===== src/rtl/rtc_pkg.sv =====
package rtc_pkg;
  // ***********************************************************
  // register selection on the byte port
  // ***********************************************************
  localparam logic REG_SEL_TRIM  = 1'b0;
  localparam logic REG_SEL_ALARM = 1'b1;

  // ***********************************************************
  // field layout and reset values
  // ***********************************************************
  localparam int          TRIM_W        = 3;
  localparam int          TRIM_LSB      = 0;
  localparam int          ALM_EN_BIT    = 7;
  localparam int          ALM_VAL_W     = 7;
  localparam int          ALM_VAL_LSB   = 0;
  localparam logic [2:0]  TRIM_RESET    = 3'h0;
  localparam logic [7:0]  ALARM_RESET   = 8'h00;
  localparam logic [6:0]  SEC_ZERO      = 7'h00;
  localparam logic [3:0]  BCD_UNITS_MAX = 4'h9;
  localparam logic [2:0]  BCD_TENS_MAX  = 3'h5;

  // ***********************************************************
  // trim codes
  // ***********************************************************
  localparam logic [2:0] TRIM_NONE  = 3'h0;
  localparam logic [2:0] TRIM_P20   = 3'h1;
  localparam logic [2:0] TRIM_P40   = 3'h2;
  localparam logic [2:0] TRIM_P60   = 3'h3;
  localparam logic [2:0] TRIM_ZERO2 = 3'h4;
  localparam logic [2:0] TRIM_M20   = 3'h5;
  localparam logic [2:0] TRIM_M40   = 3'h6;
  localparam logic [2:0] TRIM_M60   = 3'h7;

  // ***********************************************************
  // timebase
  // ***********************************************************
  localparam int          OSC_HZ     = 32768;
  localparam int          PPM_SCALE  = 1000000;
  localparam int          CNT_W      = 17;
  localparam int          ACC_W      = 22;
  localparam logic [16:0] NOM_COUNTS = 17'h08000;

  // signed correction in ppm for a trim code
  function automatic int trim_ppm(input logic [2:0] code);
    case (code)
      TRIM_P20: trim_ppm = 20;
      TRIM_P40: trim_ppm = 40;
      TRIM_P60: trim_ppm = 60;
      TRIM_M20: trim_ppm = -20;
      TRIM_M40: trim_ppm = -40;
      TRIM_M60: trim_ppm = -60;
      default:  trim_ppm = 0;
    endcase
  endfunction

  // seven-bit bcd seconds 00..59
  function automatic logic bcd_sec_ok(input logic [6:0] v);
    bcd_sec_ok = (v[3:0] <= BCD_UNITS_MAX) && (v[6:4] <= BCD_TENS_MAX);
  endfunction
endpackage


===== src/rtl/trim_if.sv =====
// trim code out to the engine, corrected second tick back
interface trim_if;
  logic [2:0] code;
  logic       sec_tick;
  modport ctrl (output code, input sec_tick);
  modport eng  (input code, output sec_tick);
endinterface


===== src/rtl/trim_engine.sv =====
module trim_engine (
  // clock and reset
  input  wire logic ref_clk,
  input  wire logic rst,
  // oscillator count pulse
  input  wire logic osc_tick,
  // trim link
  trim_if.eng       trim
);
  localparam int CNT_W = rtc_pkg::CNT_W;
  localparam int ACC_W = rtc_pkg::ACC_W;

  logic [rtc_pkg::CNT_W-1:0] count_q, count_d;
  logic [rtc_pkg::CNT_W-1:0] limit_q, limit_d;
  logic [rtc_pkg::ACC_W-1:0] acc_q, acc_d;
  logic                      tick_q, tick_d;

  // ***********************************************************
  // averaged count correction
  // ***********************************************************
  // a fractional accumulator spreads the ppm over many seconds, so no
  // single second is off by more than two counts
  always_comb begin
    int                        ppm;
    logic [rtc_pkg::ACC_W-1:0] inc;
    logic [rtc_pkg::ACC_W-1:0] sum;
    logic [rtc_pkg::CNT_W-1:0] adj;
    ppm     = rtc_pkg::trim_ppm(trim.code);
    inc     = ACC_W'(((ppm < 0) ? -ppm : ppm) * rtc_pkg::OSC_HZ);
    sum     = acc_q + inc;
    adj     = '0;
    count_d = count_q;
    limit_d = limit_q;
    acc_d   = acc_q;
    tick_d  = 1'b0;
    if (sum >= ACC_W'(2 * rtc_pkg::PPM_SCALE)) begin
      adj = CNT_W'(2);
      sum = sum - ACC_W'(2 * rtc_pkg::PPM_SCALE);
    end else if (sum >= ACC_W'(rtc_pkg::PPM_SCALE)) begin
      adj = CNT_W'(1);
      sum = sum - ACC_W'(rtc_pkg::PPM_SCALE);
    end
    if (osc_tick) begin
      if (count_q >= limit_q - CNT_W'(1)) begin
        count_d = '0;
        tick_d  = 1'b1;
        acc_d   = sum;
        // positive trims shorten the second, negative ones stretch it
        limit_d = (ppm >= 0) ? rtc_pkg::NOM_COUNTS - adj
                             : rtc_pkg::NOM_COUNTS + adj;
      end else begin
        count_d = count_q + CNT_W'(1);
      end
    end
  end

  // registers only
  always_ff @(posedge ref_clk or posedge rst) begin
    if (rst) begin
      count_q <= '0;
      limit_q <= rtc_pkg::NOM_COUNTS;
      acc_q   <= '0;
      tick_q  <= 1'b0;
    end else begin
      count_q <= count_d;
      limit_q <= limit_d;
      acc_q   <= acc_d;
      tick_q  <= tick_d;
    end
  end

  assign trim.sec_tick = tick_q;

  // ***********************************************************
  // checks
  // ***********************************************************
  property p_no_trim_nominal;
    @(posedge ref_clk) disable iff (rst)
    (tick_q && trim.code == rtc_pkg::TRIM_NONE && $stable(trim.code))
      |-> limit_q == rtc_pkg::NOM_COUNTS;
  endproperty
  a_no_trim_nominal: assert property (p_no_trim_nominal)
    else $error("untrimmed second not nominal length");

  property p_limit_bounded;
    @(posedge ref_clk) disable iff (rst)
    (limit_q >= rtc_pkg::NOM_COUNTS - CNT_W'(2)) &&
    (limit_q <= rtc_pkg::NOM_COUNTS + CNT_W'(2));
  endproperty
  a_limit_bounded: assert property (p_limit_bounded)
    else $error("second length correction too large");

  property p_pos_shortens;
    @(posedge ref_clk) disable iff (rst)
    (tick_q && rtc_pkg::trim_ppm($past(trim.code)) > 0)
      |-> limit_q <= rtc_pkg::NOM_COUNTS;
  endproperty
  a_pos_shortens: assert property (p_pos_shortens)
    else $error("positive trim lengthened a second");

  property p_tick_single;
    @(posedge ref_clk) disable iff (rst)
    tick_q |=> !tick_q [*2];
  endproperty
  a_tick_single: assert property (p_tick_single)
    else $error("second tick wider than one cycle");
endmodule


===== src/rtl/rtc_trim_and_alarm_seconds.sv =====
module rtc_trim_and_alarm_seconds (
  // clock and reset
  input  wire logic       ref_clk,
  input  wire logic       rst,
  // register byte port behind the serial interface
  input  wire logic       reg_wr,
  input  wire logic       reg_sel,
  input  wire logic [7:0] reg_wdata,
  output logic      [7:0] reg_rdata,
  // timebase
  input  wire logic       osc_tick,
  output logic            sec_tick,
  // running clock and alarm
  input  wire logic [6:0] running_seconds,
  output logic            alarm_match,
  output logic            alarm_pulse
);
  localparam int TW = rtc_pkg::TRIM_W;
  localparam int VW = rtc_pkg::ALM_VAL_W;

  logic [TW-1:0] trim_q, trim_d;
  logic [VW-1:0] alm_val_q, alm_val_d;
  logic          alm_en_q, alm_en_d;
  logic [7:0]    rdata_q, rdata_d;
  logic          match_q, match_d;
  logic          pulse_q, pulse_d;
  logic          match_now;

  trim_if trim ();

  // ***********************************************************
  // register file
  // ***********************************************************
  // the alarm register has no nonvolatile copy: reset clears it
  always_comb begin
    trim_d    = trim_q;
    alm_val_d = alm_val_q;
    alm_en_d  = alm_en_q;
    if (reg_wr) begin
      if (reg_sel == rtc_pkg::REG_SEL_TRIM) begin
        trim_d = reg_wdata[rtc_pkg::TRIM_LSB +: TW];
      end else begin
        alm_val_d = reg_wdata[rtc_pkg::ALM_VAL_LSB +: VW];
        alm_en_d  = reg_wdata[rtc_pkg::ALM_EN_BIT];
      end
    end
    // read data shows the stored fields, unused bits zero
    if (reg_sel == rtc_pkg::REG_SEL_TRIM) begin
      rdata_d = {5'h00, trim_q};
    end else begin
      rdata_d = {alm_en_q, alm_val_q};
    end
  end

  always_ff @(posedge ref_clk or posedge rst) begin
    if (rst) begin
      trim_q    <= rtc_pkg::TRIM_RESET;
      alm_val_q <= rtc_pkg::ALARM_RESET[rtc_pkg::ALM_VAL_LSB +: VW];
      alm_en_q  <= rtc_pkg::ALARM_RESET[rtc_pkg::ALM_EN_BIT];
      rdata_q   <= 8'h00;
    end else begin
      trim_q    <= trim_d;
      alm_val_q <= alm_val_d;
      alm_en_q  <= alm_en_d;
      rdata_q   <= rdata_d;
    end
  end

  assign reg_rdata = rdata_q;

  // ***********************************************************
  // frequency trim
  // ***********************************************************
  assign trim.code = trim_q;
  assign sec_tick  = trim.sec_tick;

  trim_engine u_trim (
    .ref_clk  (ref_clk),
    .rst      (rst),
    .osc_tick (osc_tick),
    .trim     (trim)
  );

  // ***********************************************************
  // seconds alarm
  // ***********************************************************
  // an out-of-range stored value never matches, so a bad write cannot
  // fire the alarm on garbage; keeping it valid is up to software
  assign match_now = alm_en_q &&
                     rtc_pkg::bcd_sec_ok(alm_val_q) &&
                     (alm_val_q == running_seconds);

  // one pulse per match, on its rising edge
  always_comb begin
    match_d = match_now;
    pulse_d = match_now && !match_q;
  end

  always_ff @(posedge ref_clk or posedge rst) begin
    if (rst) begin
      match_q <= 1'b0;
      pulse_q <= 1'b0;
    end else begin
      match_q <= match_d;
      pulse_q <= pulse_d;
    end
  end

  assign alarm_match = match_q;
  assign alarm_pulse = pulse_q;

  // ***********************************************************
  // checks
  // ***********************************************************
  property p_disabled_quiet;
    @(posedge ref_clk) disable iff (rst)
    !$past(alm_en_q) |-> !alarm_match && !alarm_pulse;
  endproperty
  a_disabled_quiet: assert property (p_disabled_quiet)
    else $error("alarm fired while seconds byte disabled");

  property p_enabled_match;
    @(posedge ref_clk) disable iff (rst)
    (alm_en_q && alm_val_q == running_seconds && rtc_pkg::bcd_sec_ok(alm_val_q))
      |=> alarm_match;
  endproperty
  a_enabled_match: assert property (p_enabled_match)
    else $error("enabled equal seconds did not match");

  property p_pulse_cause;
    @(posedge ref_clk) disable iff (rst)
    alarm_pulse |-> alarm_match && !$past(alarm_match) &&
                    $past(running_seconds) == $past(alm_val_q);
  endproperty
  a_pulse_cause: assert property (p_pulse_cause)
    else $error("alarm pulse without fresh equal seconds");

  property p_alarm_readback;
    @(posedge ref_clk) disable iff (rst)
    (reg_wr && reg_sel == rtc_pkg::REG_SEL_ALARM)
      ##1 (!reg_wr && reg_sel == rtc_pkg::REG_SEL_ALARM)
      |=> reg_rdata == $past(reg_wdata, 2);
  endproperty
  a_alarm_readback: assert property (p_alarm_readback)
    else $error("alarm seconds readback differs from write");

  property p_trim_readback;
    @(posedge ref_clk) disable iff (rst)
    (reg_wr && reg_sel == rtc_pkg::REG_SEL_TRIM)
      ##1 (!reg_wr && reg_sel == rtc_pkg::REG_SEL_TRIM)
      |=> reg_rdata == {5'h00, $past(reg_wdata[2:0], 2)};
  endproperty
  a_trim_readback: assert property (p_trim_readback)
    else $error("trim readback differs from write");

  property p_bad_bcd_quiet;
    @(posedge ref_clk) disable iff (rst)
    !rtc_pkg::bcd_sec_ok(alm_val_q) |=> !alarm_match;
  endproperty
  a_bad_bcd_quiet: assert property (p_bad_bcd_quiet)
    else $error("invalid bcd alarm value matched");

  // the second tick only ever follows an oscillator count
  property p_tick_from_osc;
    @(posedge ref_clk) disable iff (rst)
    sec_tick |-> $past(osc_tick);
  endproperty
  a_tick_from_osc: assert property (p_tick_from_osc)
    else $error("second tick without an oscillator count");

  // a match always traces back to an enabled, equal seconds pair one cycle earlier
  property p_match_source;
    @(posedge ref_clk) disable iff (rst)
    alarm_match |-> $past(alm_en_q) && ($past(alm_val_q) == $past(running_seconds));
  endproperty
  a_match_source: assert property (p_match_source)
    else $error("alarm match without enabled equal seconds");

  property p_match_valid_bcd;
    @(posedge ref_clk) disable iff (rst)
    alarm_match |-> rtc_pkg::bcd_sec_ok($past(alm_val_q));
  endproperty
  a_match_valid_bcd: assert property (p_match_valid_bcd)
    else $error("alarm matched on an invalid seconds value");

  property p_pulse_once;
    @(posedge ref_clk) disable iff (rst)
    alarm_pulse |=> !alarm_pulse;
  endproperty
  a_pulse_once: assert property (p_pulse_once)
    else $error("alarm pulse longer than one cycle");

  // written trim bits reach the engine on the next edge, not at the next wrap
  property p_trim_reaches_engine;
    @(posedge ref_clk) disable iff (rst)
    (!$past(rst) && $past(reg_wr) && $past(reg_sel) == rtc_pkg::REG_SEL_TRIM)
      |-> trim.code == $past(reg_wdata[rtc_pkg::TRIM_LSB +: TW]);
  endproperty
  a_trim_reaches_engine: assert property (p_trim_reaches_engine)
    else $error("written trim code not applied");

  property p_trim_upper_zero;
    @(posedge ref_clk) disable iff (rst)
    ($past(reg_sel) == rtc_pkg::REG_SEL_TRIM) |-> reg_rdata[7:TW] == '0;
  endproperty
  a_trim_upper_zero: assert property (p_trim_upper_zero)
    else $error("unused trim bits read back nonzero");

  // enable bit sits above the seven-bit value in the read byte
  property p_alarm_fields_read;
    @(posedge ref_clk) disable iff (rst)
    ($past(reg_sel) == rtc_pkg::REG_SEL_ALARM)
      |-> reg_rdata == {$past(alm_en_q), $past(alm_val_q)};
  endproperty
  a_alarm_fields_read: assert property (p_alarm_fields_read)
    else $error("alarm register fields read back misplaced");
endmodule


===== config.mk =====
export PLATFORM = sky130hd
export DESIGN_NAME = rtc_trim_and_alarm_seconds
export DESIGN_NICKNAME = d
export VERILOG_FILES = /design/src/rtl/rtc_pkg.sv /design/src/rtl/trim_if.sv /design/src/rtl/trim_engine.sv /design/src/rtl/rtc_trim_and_alarm_seconds.sv
export SDC_FILE = /design/constraint.sdc
export NUM_CORES = 1
export LEC_CHECK = 0
export BUFFER_PORTS_ARGS = -buffer_cell sky130_fd_sc_hd__buf_2
export CAP_MARGIN = 40
export CORE_ASPECT_RATIO = 0.9
export CORE_UTILIZATION = 60
export CTS_CLUSTER_DIAMETER = 100
export DETAILED_ROUTE_END_ITERATION = 16
export PLACE_DENSITY = 0.89
export RECOVER_POWER = 100
export SYNTH_ARGS = -nofsm -noshare
export SYNTH_HDL_FRONTEND = slang
export SYNTH_SLANG_ARGS = --single-unit

===== constraint.sdc =====
create_clock -name ref_clk -period 3.5 [get_ports ref_clk]
set_clock_uncertainty 0.1 [all_clocks]
set_input_delay 0.7 -clock ref_clk [delete_from_list [all_inputs] [get_ports ref_clk]]
set_output_delay 0.7 -clock ref_clk [all_outputs]
set_load 0.03 [all_outputs]

==> impl_results.md, run 1 <==
* Rows at 26
* First-pass GRT wire length at roughly 13 mm
* Area delta synth->final at 9.30%
* Initial antenna violation count at 0
* CTS clk-pin slew, worst paths at 70 ps
* Setup CP Type: flop to flop
* Largest net degree at the start of global routing at 35
* Worst slew pin tran at between 1000 and 1500 ps
* HP Class: flop to flop
* Leakage at around 1.9 nW
* H-tree Lvls at 3
* CTS Buffer Depth at 2
* Critical Path Slowest Stage Cell: a221o_1
* Place WS at ~190 ps
* EDFF count, synth at 0
* Total CTS buffers at 9
* Pre-antenna DRT Iters at 7
* CP delay by family, top: compound AO/OA/AOI/OAI gates
* Setup TNS at 0 ps
* Max-cap violation count at 0
* Final period utilization at roughly 93%
* Placer's final routability congestion estimate at 0.892
* Post-route DRC at 0
* Post-Synthesis Cell Area at between 0.003 and 0.004 mm²
* Syn nets at approximately 430
* Tmin final at about 3300 ps
* Critical Path Fanout Max at 16
* Final setup viols at 0
* Final net count at approximately 460
* Gate count after technology mapping at 378
* Met1 Use GR at 32.8%
* Clk Tree Root Cell: clkbuf_8
* Slew headroom at between 20% and 30%
* Hold slack at between 300 and 400 ps
* Startpoint types: flop
* # diodes at 0
* Core ar. at about 0.0058 mm²
* Fin. Hold Viols at 0
* Global Route met3 Usage at under 10%
* Synth async-reset ratio at between 90% and 100%
* Sink Count at 59
* Crit path top cell by count: ha_1
* Final ANT Viol Nets at 0
* Starting density of the core at 63.7%
* Overflow after GRT at 0
* Post-synth cell types at between 60 and 70
* Outcome: completed
* CP cell instances: inv_1, ha_1, inv_1, ha_1, ha_1, a21oi_1, o21ai_0, a221o_1, a221oi_2, clkbuf_2, nor2_1, a221o_1
* Die X at 84.6 µm
* Yosys top cell area share at 39.4%
* Post-CTS Hold Buffers at 0
* Met2 Track Usage GR at around 43%
* Worst path bufs/invs at 3
* Die height at between 70 and 80 µm
* IO Port Bufs at 30
* Top cells by area, synth: dfrtp_1 (39%), ha_1 (11%), mux2_2 (4.6%)
* Tot GR Track Use at about 26%
* Delay of the slowest critical-path stage at between 300 and 400 ps
* PwrDens at 404 mW/mm²
* WL final at 7.62 mm
* R2R Setup Slk at about 240 ps
* DP Wirelength at approximately 5.6 mm
* Synth top cells by count: dfrtp_1 (58), ha_1 (32), nor2_1 (31)
* Cell taking the most area after synthesis: dfrtp_1
* Worst EP required at around 3600 ps
* RSZ-0062 raised after global routing: false
* YS warnings at 0
* Seq cells post-synth at between 50 and 60
* Initial DRC count at 186
* CTS tree: yes
* Peak supply drop at ~0.00032 V
* Clock latency on the worst-skew pair at around 340 ps
* Drt via density at approximately 6.2
* Ports at 31
* Setup ws final at 235 ps
* Average size of a mapped cell at 9.75 µm²
* Max Clock Freq at around 310 MHz
* DR WL/cell at 15.8 µm
* Sequential fraction of the synthesis area at ~40%
* CP endpoint kind: flop
* Synth Flop Type: dfrtp_1
* CP arrival at between 3000 and 4000 ps
* Busiest grt layer: met2
* Share of cells above drive strength 1 at between 10% and 20%
* Vias at 2971
* Count leader, synth: dfrtp_1
* Vias in the first global route at slightly below 3000
* Overall die area at ~0.0065 mm²
* Max-slew violation count at 0
sequential cells by signal, summed over array words and instances (netlist names):
| signal | cells |
|---|---|
| u_trim.count_q | 17 |
| alm_en_q | 1 |
| reg_rdata | 8 |
| alarm_match | 1 |
| u_trim.acc_q | 16 |
| alarm_pulse | 1 |
| u_trim.trim.sec_tick | 1 |
| alm_val_q | 7 |
| trim.code | 3 |
| u_trim.limit_q | 4 |
through the flow:
step	cells	power, mW	area, µm²	util (%)
4_1_cts	483	1.64	4060	70.1
6_report	483	1.63	4030	69.6
3_5_place_dp	467	1.08	3880	67.0
3_3_place_gp	467	1.06	3880	67.0
2_1_floorplan	378	0.997	3690	-
5_1_grt	483	1.71	4030	69.6
final timing paths:
check,end,cells after the start,start
min,alarm_pulse$_DFF_PP0_,1,alarm_match$_DFF_PP0_
max in group asynchronous,u_trim.count_q[3]$_DFFE_PP0P_,3,rst
min reg2reg,alarm_pulse$_DFF_PP0_,1,alarm_match$_DFF_PP0_
max reg2reg,u_trim.acc_q[18]$_DFFE_PP0P_,12,u_trim.limit_q[0]$_DFFE_PP0P_
max,u_trim.acc_q[18]$_DFFE_PP0P_,12,u_trim.limit_q[0]$_DFFE_PP0P_
min in group asynchronous,reg_rdata[2]$_DFF_PP0_,2,rst
logic make-up after synthesis:
| family | Yosys count | share of synthesized area [%] |
|---|---|---|
| xor gates and xnor gates | 31 | 7.37 |
| adders and majority gates | 33 | 11.4 |
| muxes | 16 | 4.85 |
| buffers and inverters | 37 | 4.21 |
| AOI/OAI and AO/OA | 86 | 15.3 |
| DFF | 59 | 40.1 |
| and+or+nand+nor | 116 | 16.8 |
layout make-up:
type | instances | area, µm²
multi-input combinational | 282 | 2050
clock buffer | 11 | 141
timing repair buffer | 34 | 155
sequential | 59 | 1480
clock inverter | 5 | 38.8
tap | 70 | 87.6
fill | 452 | 1760
inverter | 22 | 82.6
timing repair:
item | 4_1_cts | 5_1_grt
buffers inserted | 0 | 0
setup endpoints to repair | 0 | 1
resized for setup | 0 | 1
layout by cell type, fill, tap and decap left out, drive strengths merged, types with 13 or more instances in the layout:
cell type and count:
clkbuf 26, a21oi 24, dfrtp 58, mux2 15
nor2 31, inv 22, o21ai 27, ha 32
xor2 13, buf 19, nand2 21, xnor2 18
where the power goes:
group          switching, mW  leakage, nW  total (mW)  internal, mW
sequential            0.0690        0.753       0.810         0.741
combinational          0.150         1.07       0.259         0.109
clock                  0.283       0.0778       0.560         0.277
per-layer routing:
layer | wire length, µm | share of wire, %
met5 | 0 | 0
met4 | 107 | 1.4
met3 | 468 | 6.1
met2 | 3800 | 50
met1 | 3240 | 43
Note: power is estimated with default switching activity, not from simulation.
==> run 2, diff against run 1 <==
SYNTH_HIERARCHICAL = 1   (was default)
==> run 2 against run 1 <==
Compared with the run above:
- the run now ends with capacitance limit, slew limit, setup timing left
- first-iteration DRC count up 7.5%
- clock power is 1% lower
- final cell count rose by 11%
- synthesized cell count increased by 5.0%
- wire length increased by 14%
- final area grew 9.3%
- critical path type unchanged
- critical endpoint is now u_trim/acc_q[19]$_DFFE_PP0P_
- largest cell class unchanged
==> impl_results.md, run 2 <==
* YS warnings at 6 (+6)
* Delay of the slowest critical-path stage at 560 ps (+170 ps)
* Fin cells at 536 (+11%)
* Die X at 86.4 µm (+2.1%)
* Dpl cells at 511 (+9.4%)
* Synth Area in XOR/XNOR at 6.79% (-0.57 points)
* Total CTS buffers at 9 (unchanged)
* Slew headroom at -40.2% (-61 points)
* Worst EP required at 3660 ps (+30 ps)
* Reg-to-reg endpoint: u_trim/acc_q[19]$_DFFE_PP0P_
* Leakage at 2.06 nW (+8.5%)
* CP cell instances: inv_2, nor2_4, xnor2_1, ha_1, o22a_1, inv_2, fa_2, nand3b_1, a211o_2, o211ai_4, a221oi_4, or4_1, a31oi_1
* Most frequent cells in the layout: dfrtp_1 (58), nor2_1 (38), ha_1 (33)
* Yosys top cell area share at 37.7% (-1.7 points)
* Worst r2r path cells at 13 (+1)
* Post-synth cell types at 69 (+4.5%)
* Top cells by area, synth: dfrtp_1 (38%), ha_1 (11%), mux2_2 (4.7%)
* Max-cap violation count at 1 (+1)
* # fillers at 421 (-6.9%)
* Crit path top cell by count: inv_2
* Largest net degree at the start of global routing at 39 (+11%)
* CTS clk-pin slew, worst paths at 70 ps (about the same)
* Clk Tree Root Cell: clkbuf_8
* Synth top cells by count: dfrtp_1 (58), nor2_1 (39), ha_1 (33)
* Overflow after GRT at 0 (unchanged)
* Drt via density at 5.89 (-4.2%)
* CTS Buffer Depth at 2 (unchanged)
* Cell taking the most area after synthesis: dfrtp_1
* Sink Count at 59 (unchanged)
* Critical Path Slowest Stage Cell: or4_1
* Fin. Hold Viols at 0 (unchanged)
* Final period utilization at 100% (+6.8 points)
* PwrDens at 472 mW/mm² (+17%)
* Max FFs per register at 17 (unchanged)
* Max-slew violation count at 39 (+39)
* Register name with the most flops: u_trim/count_q
* Startpoint types: flop
* # diodes at 0 (unchanged)
* Max Clock Freq at 285 MHz (-6.8%)
* Tmin final at 3500 ps (+239 ps)
* Mux cell area share after synthesis at 5.98% (+1.1 points)
* Seq cells post-synth at 59 (unchanged)
* Tot GR Track Use at 26.9% (+0.98 points)
* Area delta synth->final at 14.4%
* Setup ws final at -3.15 ps (-239 ps)
* Post-synthesis compound-gate area fraction at 13.2% (-2.1 points)
* Core ar. at 0.00615 mm² (+6.2%)
* Synth async-reset ratio at 100% (unchanged)
* Outcome: finished with violations
* Sequential fraction of the synthesis area at 38.4% (-1.7 points)
* DP Wirelength at 5.98 mm (+7.2%)
* H-tree Lvls at 3 (unchanged)
* Die height at 78.0 µm (+2.1%)
* Overall die area at 0.00674 mm² (+4.3%)
* Synth Area in Adders at 11.2% (-0.16 points)
* Syn nets at 451 (+4.6%)
* Failing checks: capacitance limit, slew limit, setup timing
* WL final at 8.69 mm (+14%)
* Post-route DRC at 0 (unchanged)
* Worst R2R Start: trim.code[0]$_DFFE_PP0P_
* R2R Setup Slk at -3 ps (-240 ps)
* Average size of a mapped cell at 9.69 µm² (-0.58%)
* Final setup viols at 1 (+1)
* EDFF count, synth at 0 (unchanged)
* Pre-antenna DRT Iters at 6 (-1)
* Total Power at 2.08 mW (+28%)
* Setup TNS at -3.15 ps (-3.15 ps)
* Largest family of logic cells by synthesized area: simple AND/OR/NAND/NOR gates
* Worst slew pin tran at 2100 ps (+920 ps)
* First-pass GRT wire length at 14.0 mm (+6.3%)
* Share of cells above drive strength 1 at 19.6% (+4.3 points)
* Starting density of the core at 62.6% (-1.1 points)
* Gate count after technology mapping at 397 (+5.0%)
* Critical Path Fanout Max at 4 (-12)
* Synth Area in Simple Gates at 20.0% (+3.2 points)
* Rows at 27 (+3.8%)
* Most common cell after layout, fill and taps aside: dfrtp_1
* Initial DRC count at 200 (+7.5%)
* Count leader, synth: dfrtp_1
* CTS tree: yes
* CP arrival at 3670 ps (+270 ps)
* CP endpoint kind: flop
* Clock latency on the worst-skew pair at 350 ps (about the same)
* IO Port Bufs at 30 (unchanged)
* Vias in the first global route at 3093 (+6.7%)
* Final net count at 498 (+8.0%)
* Vias at 3159 (+6.3%)
* DR WL/cell at 16.2 µm (+2.8%)
* Initial antenna violation count at 0 (unchanged)
* Ports at 31 (unchanged)
* Placer's final routability congestion estimate at 0.970 (+8.8%)
* Core Util, Final at 71.6% (+2.1 points)
* Post-Synthesis Cell Area at 0.00385 mm² (+4.4%)
* HP Class: input pin to asynchronous set/reset pin
* Setup CP Type: flop to flop
* Synth Flop Type: dfrtp_1
* Final ANT Viol Nets at 0 (unchanged)
* RSZ-0062 raised after global routing: true
* Peak supply drop at 0.000400 V (+25%)
run 2: cell count changes in the layout (fill, tap and decap cells not counted), moves of 5 or more:
cell | before | now
nor2_1 | 30 | 38
buf_4 | 1 | 18
a21oi_1 | 24 | 14
o21a_1 | 1 | 6
nand2_1 | 20 | 26
o21ai_0 | 26 | 11
run 2: power breakdown:
group          switching, mW  leakage [nW]  internal (mW)
sequential            0.0793         0.734          0.754
combinational          0.374          1.25          0.319
clock                  0.294        0.0818          0.259
run 2: per-stage QoR:
stage,hold WS (ps),worst slack (ps),cell area (µm²)
after detailed placement,412,-98.9,4120
after CTS,374,11.9,4340
after floorplan,375,144,3850
final,384,-3.15,4400
after global placement,411,163,4120
after global routing,451,-66.6,4400
run 2: final cells by class:
class                           instances  area (µm²)  area share [%]
Inverter                               26        97.6            2.22
Timing Repair Buffer                   50         289            6.56
Clock inverter                          7        53.8            1.22
Sequential cell                        59        1480            33.6
Clock buffer                            9         124            2.81
Tap cell                               87         109            2.47
Multi-Input combinational cell        298        2250            51.2
run 2: worst max-delay path by stage:
stage	from	to	slack, ps	cells after the start
final	trim.code[0]$_DFFE_PP0P_	u_trim/acc_q[19]$_DFFE_PP0P_	-3	13
after global routing	trim.code[0]$_DFFE_PP0P_	u_trim/acc_q[19]$_DFFE_PP0P_	-70	13
after CTS	trim.code[2]$_DFFE_PP0P_	u_trim/acc_q[19]$_DFFE_PP0P_	10	13
after detailed placement	trim.code[2]$_DFFE_PP0P_	u_trim/acc_q[19]$_DFFE_PP0P_	-100	14
after global placement	trim.code[2]$_DFFE_PP0P_	u_trim/acc_q[14]$_DFFE_PP0P_	160	15
after floorplan	trim.code[0]$_DFFE_PP0P_	u_trim/acc_q[18]$_DFFE_PP0P_	140	15
run 2: cell families (layout without fill, tap and decap cells):
logic type / count (synthesis) / in the layout
xor gates and xnor gates: 29 / 29
muxes: 21 / 21
DFF: 59 / 59
and+or+nand+nor: 143 / 143
AOI/OAI and AO/OA: 71 / 71
buffers and inverters: 40 / 92
adders and majority gates: 34 / 34
run 2: critical path: cells and delay by family, from the launching register on:
family / cells / cell delay [ps]
compound gates: 5 / 1090
xor+xnor: 1 / 130
fa+ha+maj: 2 / 710
buf+inv: 2 / 130
flops: 1 / 370
simple gates: 3 / 890
run 2: metal layers:
layer / GRT usage (%) / up-vias / wire (µm)
met5: 0 / - / 0
met4: 9.83 / 0 / 204
met3: 7.34 / 23 / 554
met2: 44.6 / 120 / 4360
met1: 33.4 / 1512 / 3580
li1: - / 1504 / -
run 2: repair_timing:
item / 4_1_cts / 5_1_grt
hold buffers: 0 / 0
endpoints found under the setup margin: 12 / 31
pin swaps: 2 / 8
buffers inserted: 2 / 7
hold endpoints to repair: 0 / 0
resized for setup: 5 / 8
gates cloned: 0 / 0
==> run 3, diff against run 2 <==
==> constraint.sdc (replaced) <==
create_clock -name ref_clk -period 3.5 [get_ports ref_clk]
set_clock_uncertainty 0.1 [all_clocks]
set_input_delay 0.175 -clock ref_clk [delete_from_list [all_inputs] [get_ports ref_clk]]
set_output_delay 0.175 -clock ref_clk [all_outputs]
set_load 0.03 [all_outputs]
==> run 3 against run 2 <==
Compared with the run above:
- the run now ends clean
- critical path depth grew 1
- power rose by 7.5%
- global-route usage grew 4.4 points
- fmax increased by 1.3%
- combinational power fell by 1%
- die area stayed put
- clock-buffer cell count unchanged
- hold slack got worse by 320 ps
==> impl_results.md, run 3 (same netlist as run 2, synthesis figures left out) <==
* Outcome: completed
* Slew headroom at 15.6% (+56 points)
* R2R Setup Slk at 40 ps (+40 ps)
* Vias in the first global route at 3477 (+12%)
* Clk Tree Root Cell: clkbuf_8
* Share of cells above drive strength 1 at 17.7% (-1.9 points)
* Die height at 78.0 µm (unchanged)
* Rows at 27 (unchanged)
* IO Port Bufs at 30 (unchanged)
* Post-route DRC at 0 (unchanged)
* Final setup viols at 0 (-1)
* Place WS at -2.27 ps (+96.6 ps)
* HP Class: input pin to flop
* Die X at 86.4 µm (unchanged)
* Startpoint types: flop
* Fin. Hold Viols at 0 (unchanged)
* DP Wirelength at 6.42 mm (+7.4%)
* Most common cell after layout, fill and taps aside: dfrtp_1
* Comb power frac at 30.7% (-2.6 points)
* Max FFs per register at 17 (unchanged)
* Peak supply drop at 0.000352 V (-12%)
* Overflow after GRT at 0 (unchanged)
* PwrDens at 495 mW/mm² (+4.9%)
* Hold slack at 68.2 ps (-316 ps)
* Clock latency on the worst-skew pair at 350 ps (about the same)
* Final net count at 507 (+1.8%)
* Max Clock Freq at 289 MHz (+1.3%)
* Flop pwr share at 37.5% (-2.6 points)
* Overall die area at 0.00674 mm² (unchanged)
* Setup CP Type: flop to flop
* Int Power at 1.47 mW (+10%)
* WL final at 9.94 mm (+14%)
* Tot GR Track Use at 31.3% (+4.4 points)
* # diodes at 0 (unchanged)
* CP arrival at 3630 ps (-40 ps)
* Vias at 3394 (+7.4%)
* H-tree Lvls at 3 (unchanged)
* Most frequent cells in the layout: dfrtp_1 (58), nor2_1 (38), ha_1 (33)
* Net Sw Frac at 34.2% (-1.7 points)
* Pre-antenna DRT Iters at 5 (-1)
* Placer's final routability congestion estimate at 0.968 (-0.21%)
* Dpl cells at 512 (+0.20%)
* Ports at 31 (unchanged)
* Critical Path Fanout Max at 5 (+1)
* DR WL/cell at 18.2 µm (+12%)
* Drt via density at 6.23 (+5.7%)
* Starting density of the core at 62.6% (unchanged)
* Tmin final at 3460 ps (-44.7 ps)
* RSZ-0062 raised after global routing: true
* Register name with the most flops: u_trim/count_q
* Setup ws final at 41.5 ps (+44.7 ps)
* Core ar. at 0.00615 mm² (unchanged)
* Largest net degree at the start of global routing at 23 (-41%)
* Max-slew violation count at 0 (-100%)
* CTS clk-pin slew, worst paths at 70 ps (about the same)
* Max-cap violation count at 0 (-1)
* Clock network power share at 31.8% (+5.2 points)
* CTS Buffer Depth at 2 (unchanged)
* Psw at 766 µW (+2.4%)
* Worst slew pin tran at 1270 ps (-837 ps)
* CTS tree: yes
* Initial DRC count at 252 (+26%)
* Final ANT Viol Nets at 0 (unchanged)
* Area delta synth->final at 17.3%
* First-pass GRT wire length at 16.1 mm (+15%)
* Worst EP required at 3670 ps (about the same)
* Final period utilization at 98.8% (-1.3 points)
* Leakage at 2.12 nW (+2.9%)
* # fillers at 405 (-3.8%)
* Fin cells at 545 (+1.7%)
* Sink Count at 59 (unchanged)
* Total CTS buffers at 9 (unchanged)
* Initial antenna violation count at 0 (unchanged)
* Total Power at 2.24 mW (+7.5%)
* Setup TNS at 0 ps (+3.15 ps)
* CP endpoint kind: flop
-- run 3: cell types whose count changed in the layout (fill, tap and decap cells not counted), moves of 2 or more --
cell,change
clkbuf_1,+4
dlygate4sd3_1,+9
clkinvlp_4,-3
mux2_1,+2
mux2_2,-2
bufinv_16,+2
buf_4,-5
-- run 3: cell type report --
cell class              count  area (µm²)  share of cell area (%)
repair buffers             59         377                    8.34
inverters                  26        97.6                    2.16
multi-input cells         298        2230                    49.4
well taps                  87         109                    2.41
clock inverters             7         100                    2.22
flip-flops and latches     59        1480                    32.7
clock buffers               9         124                    2.74
-- run 3: worst paths after layout --
| kind | startpoint | cells past startpoint | to |
|---|---|---|---|
| worst min-delay path | running_seconds[0] | 4 | alarm_match$_DFF_PP0_ |
| worst max-delay path | trim.code[0]$_DFFE_PP0P_ | 14 | u_trim/acc_q[19]$_DFFE_PP0P_ |
| worst max register to register | trim.code[0]$_DFFE_PP0P_ | 14 | u_trim/acc_q[19]$_DFFE_PP0P_ |
| min in group asynchronous | rst | 3 | u_trim/count_q[14]$_DFFE_PP0P_ |
| worst min register to register | u_trim/acc_q[12]$_DFFE_PP0P_ | 1 | u_trim/acc_q[12]$_DFFE_PP0P_ |
| max in group asynchronous | rst | 4 | u_trim/acc_q[13]$_DFFE_PP0P_ |
-- run 3: metal layers --
metal / share of wire (%) / vias to the layer above / global-route usage, %
li1: - / 1521 / -
met1: 39 / 1664 / 36.7
met2: 49 / 160 / 50.9
met3: 6.0 / 49 / 8.51
met4: 5.2 / 0 / 19.2
met5: 0 / - / 0
-- run 3: worst max-delay path, stage by stage, from the launching register on --
cell and delay [ps]:
dfrtp_1 400, inv_2 100, nor2_4 50, xnor2_1 130, ha_1 280, o22a_1 150
inv_1 60, fa_2 360, xnor2_2 260, nand3b_1 180, a211o_2 340, o211ai_4 240
a21oi_1 180, or4_1 420, a31oi_1 140
-- run 3: stage by stage --
stage	utilization, %	area [µm²]
global placement	67.1	4120
finish	73.4	4510
detailed placement	67.5	4150
CTS	72.7	4470
global route	73.4	4510
floorplan	-	3850
-- run 3: power by group through the flow --
stage / combinational [mW] / clock (mW) / sequential [mW]
finish: 0.687 / 0.712 / 0.838
global route: 0.744 / 0.751 / 0.847
CTS: 0.630 / 0.711 / 0.831
detailed placement: 0.611 / 0 / 0.843
global placement: 0.568 / 0 / 0.839
floorplan: 0.438 / 0 / 0.846
-- run 3: timing repair --
action / CTS / global route
hold buffers: 9 / 0
gates resized for setup: 2 / 8
gates cloned: 0 / 0
endpoints found under the setup margin: 5 / 33
pin swaps: 1 / 7
setup buffers: 0 / 8
endpoints found under the hold margin: 57 / 0
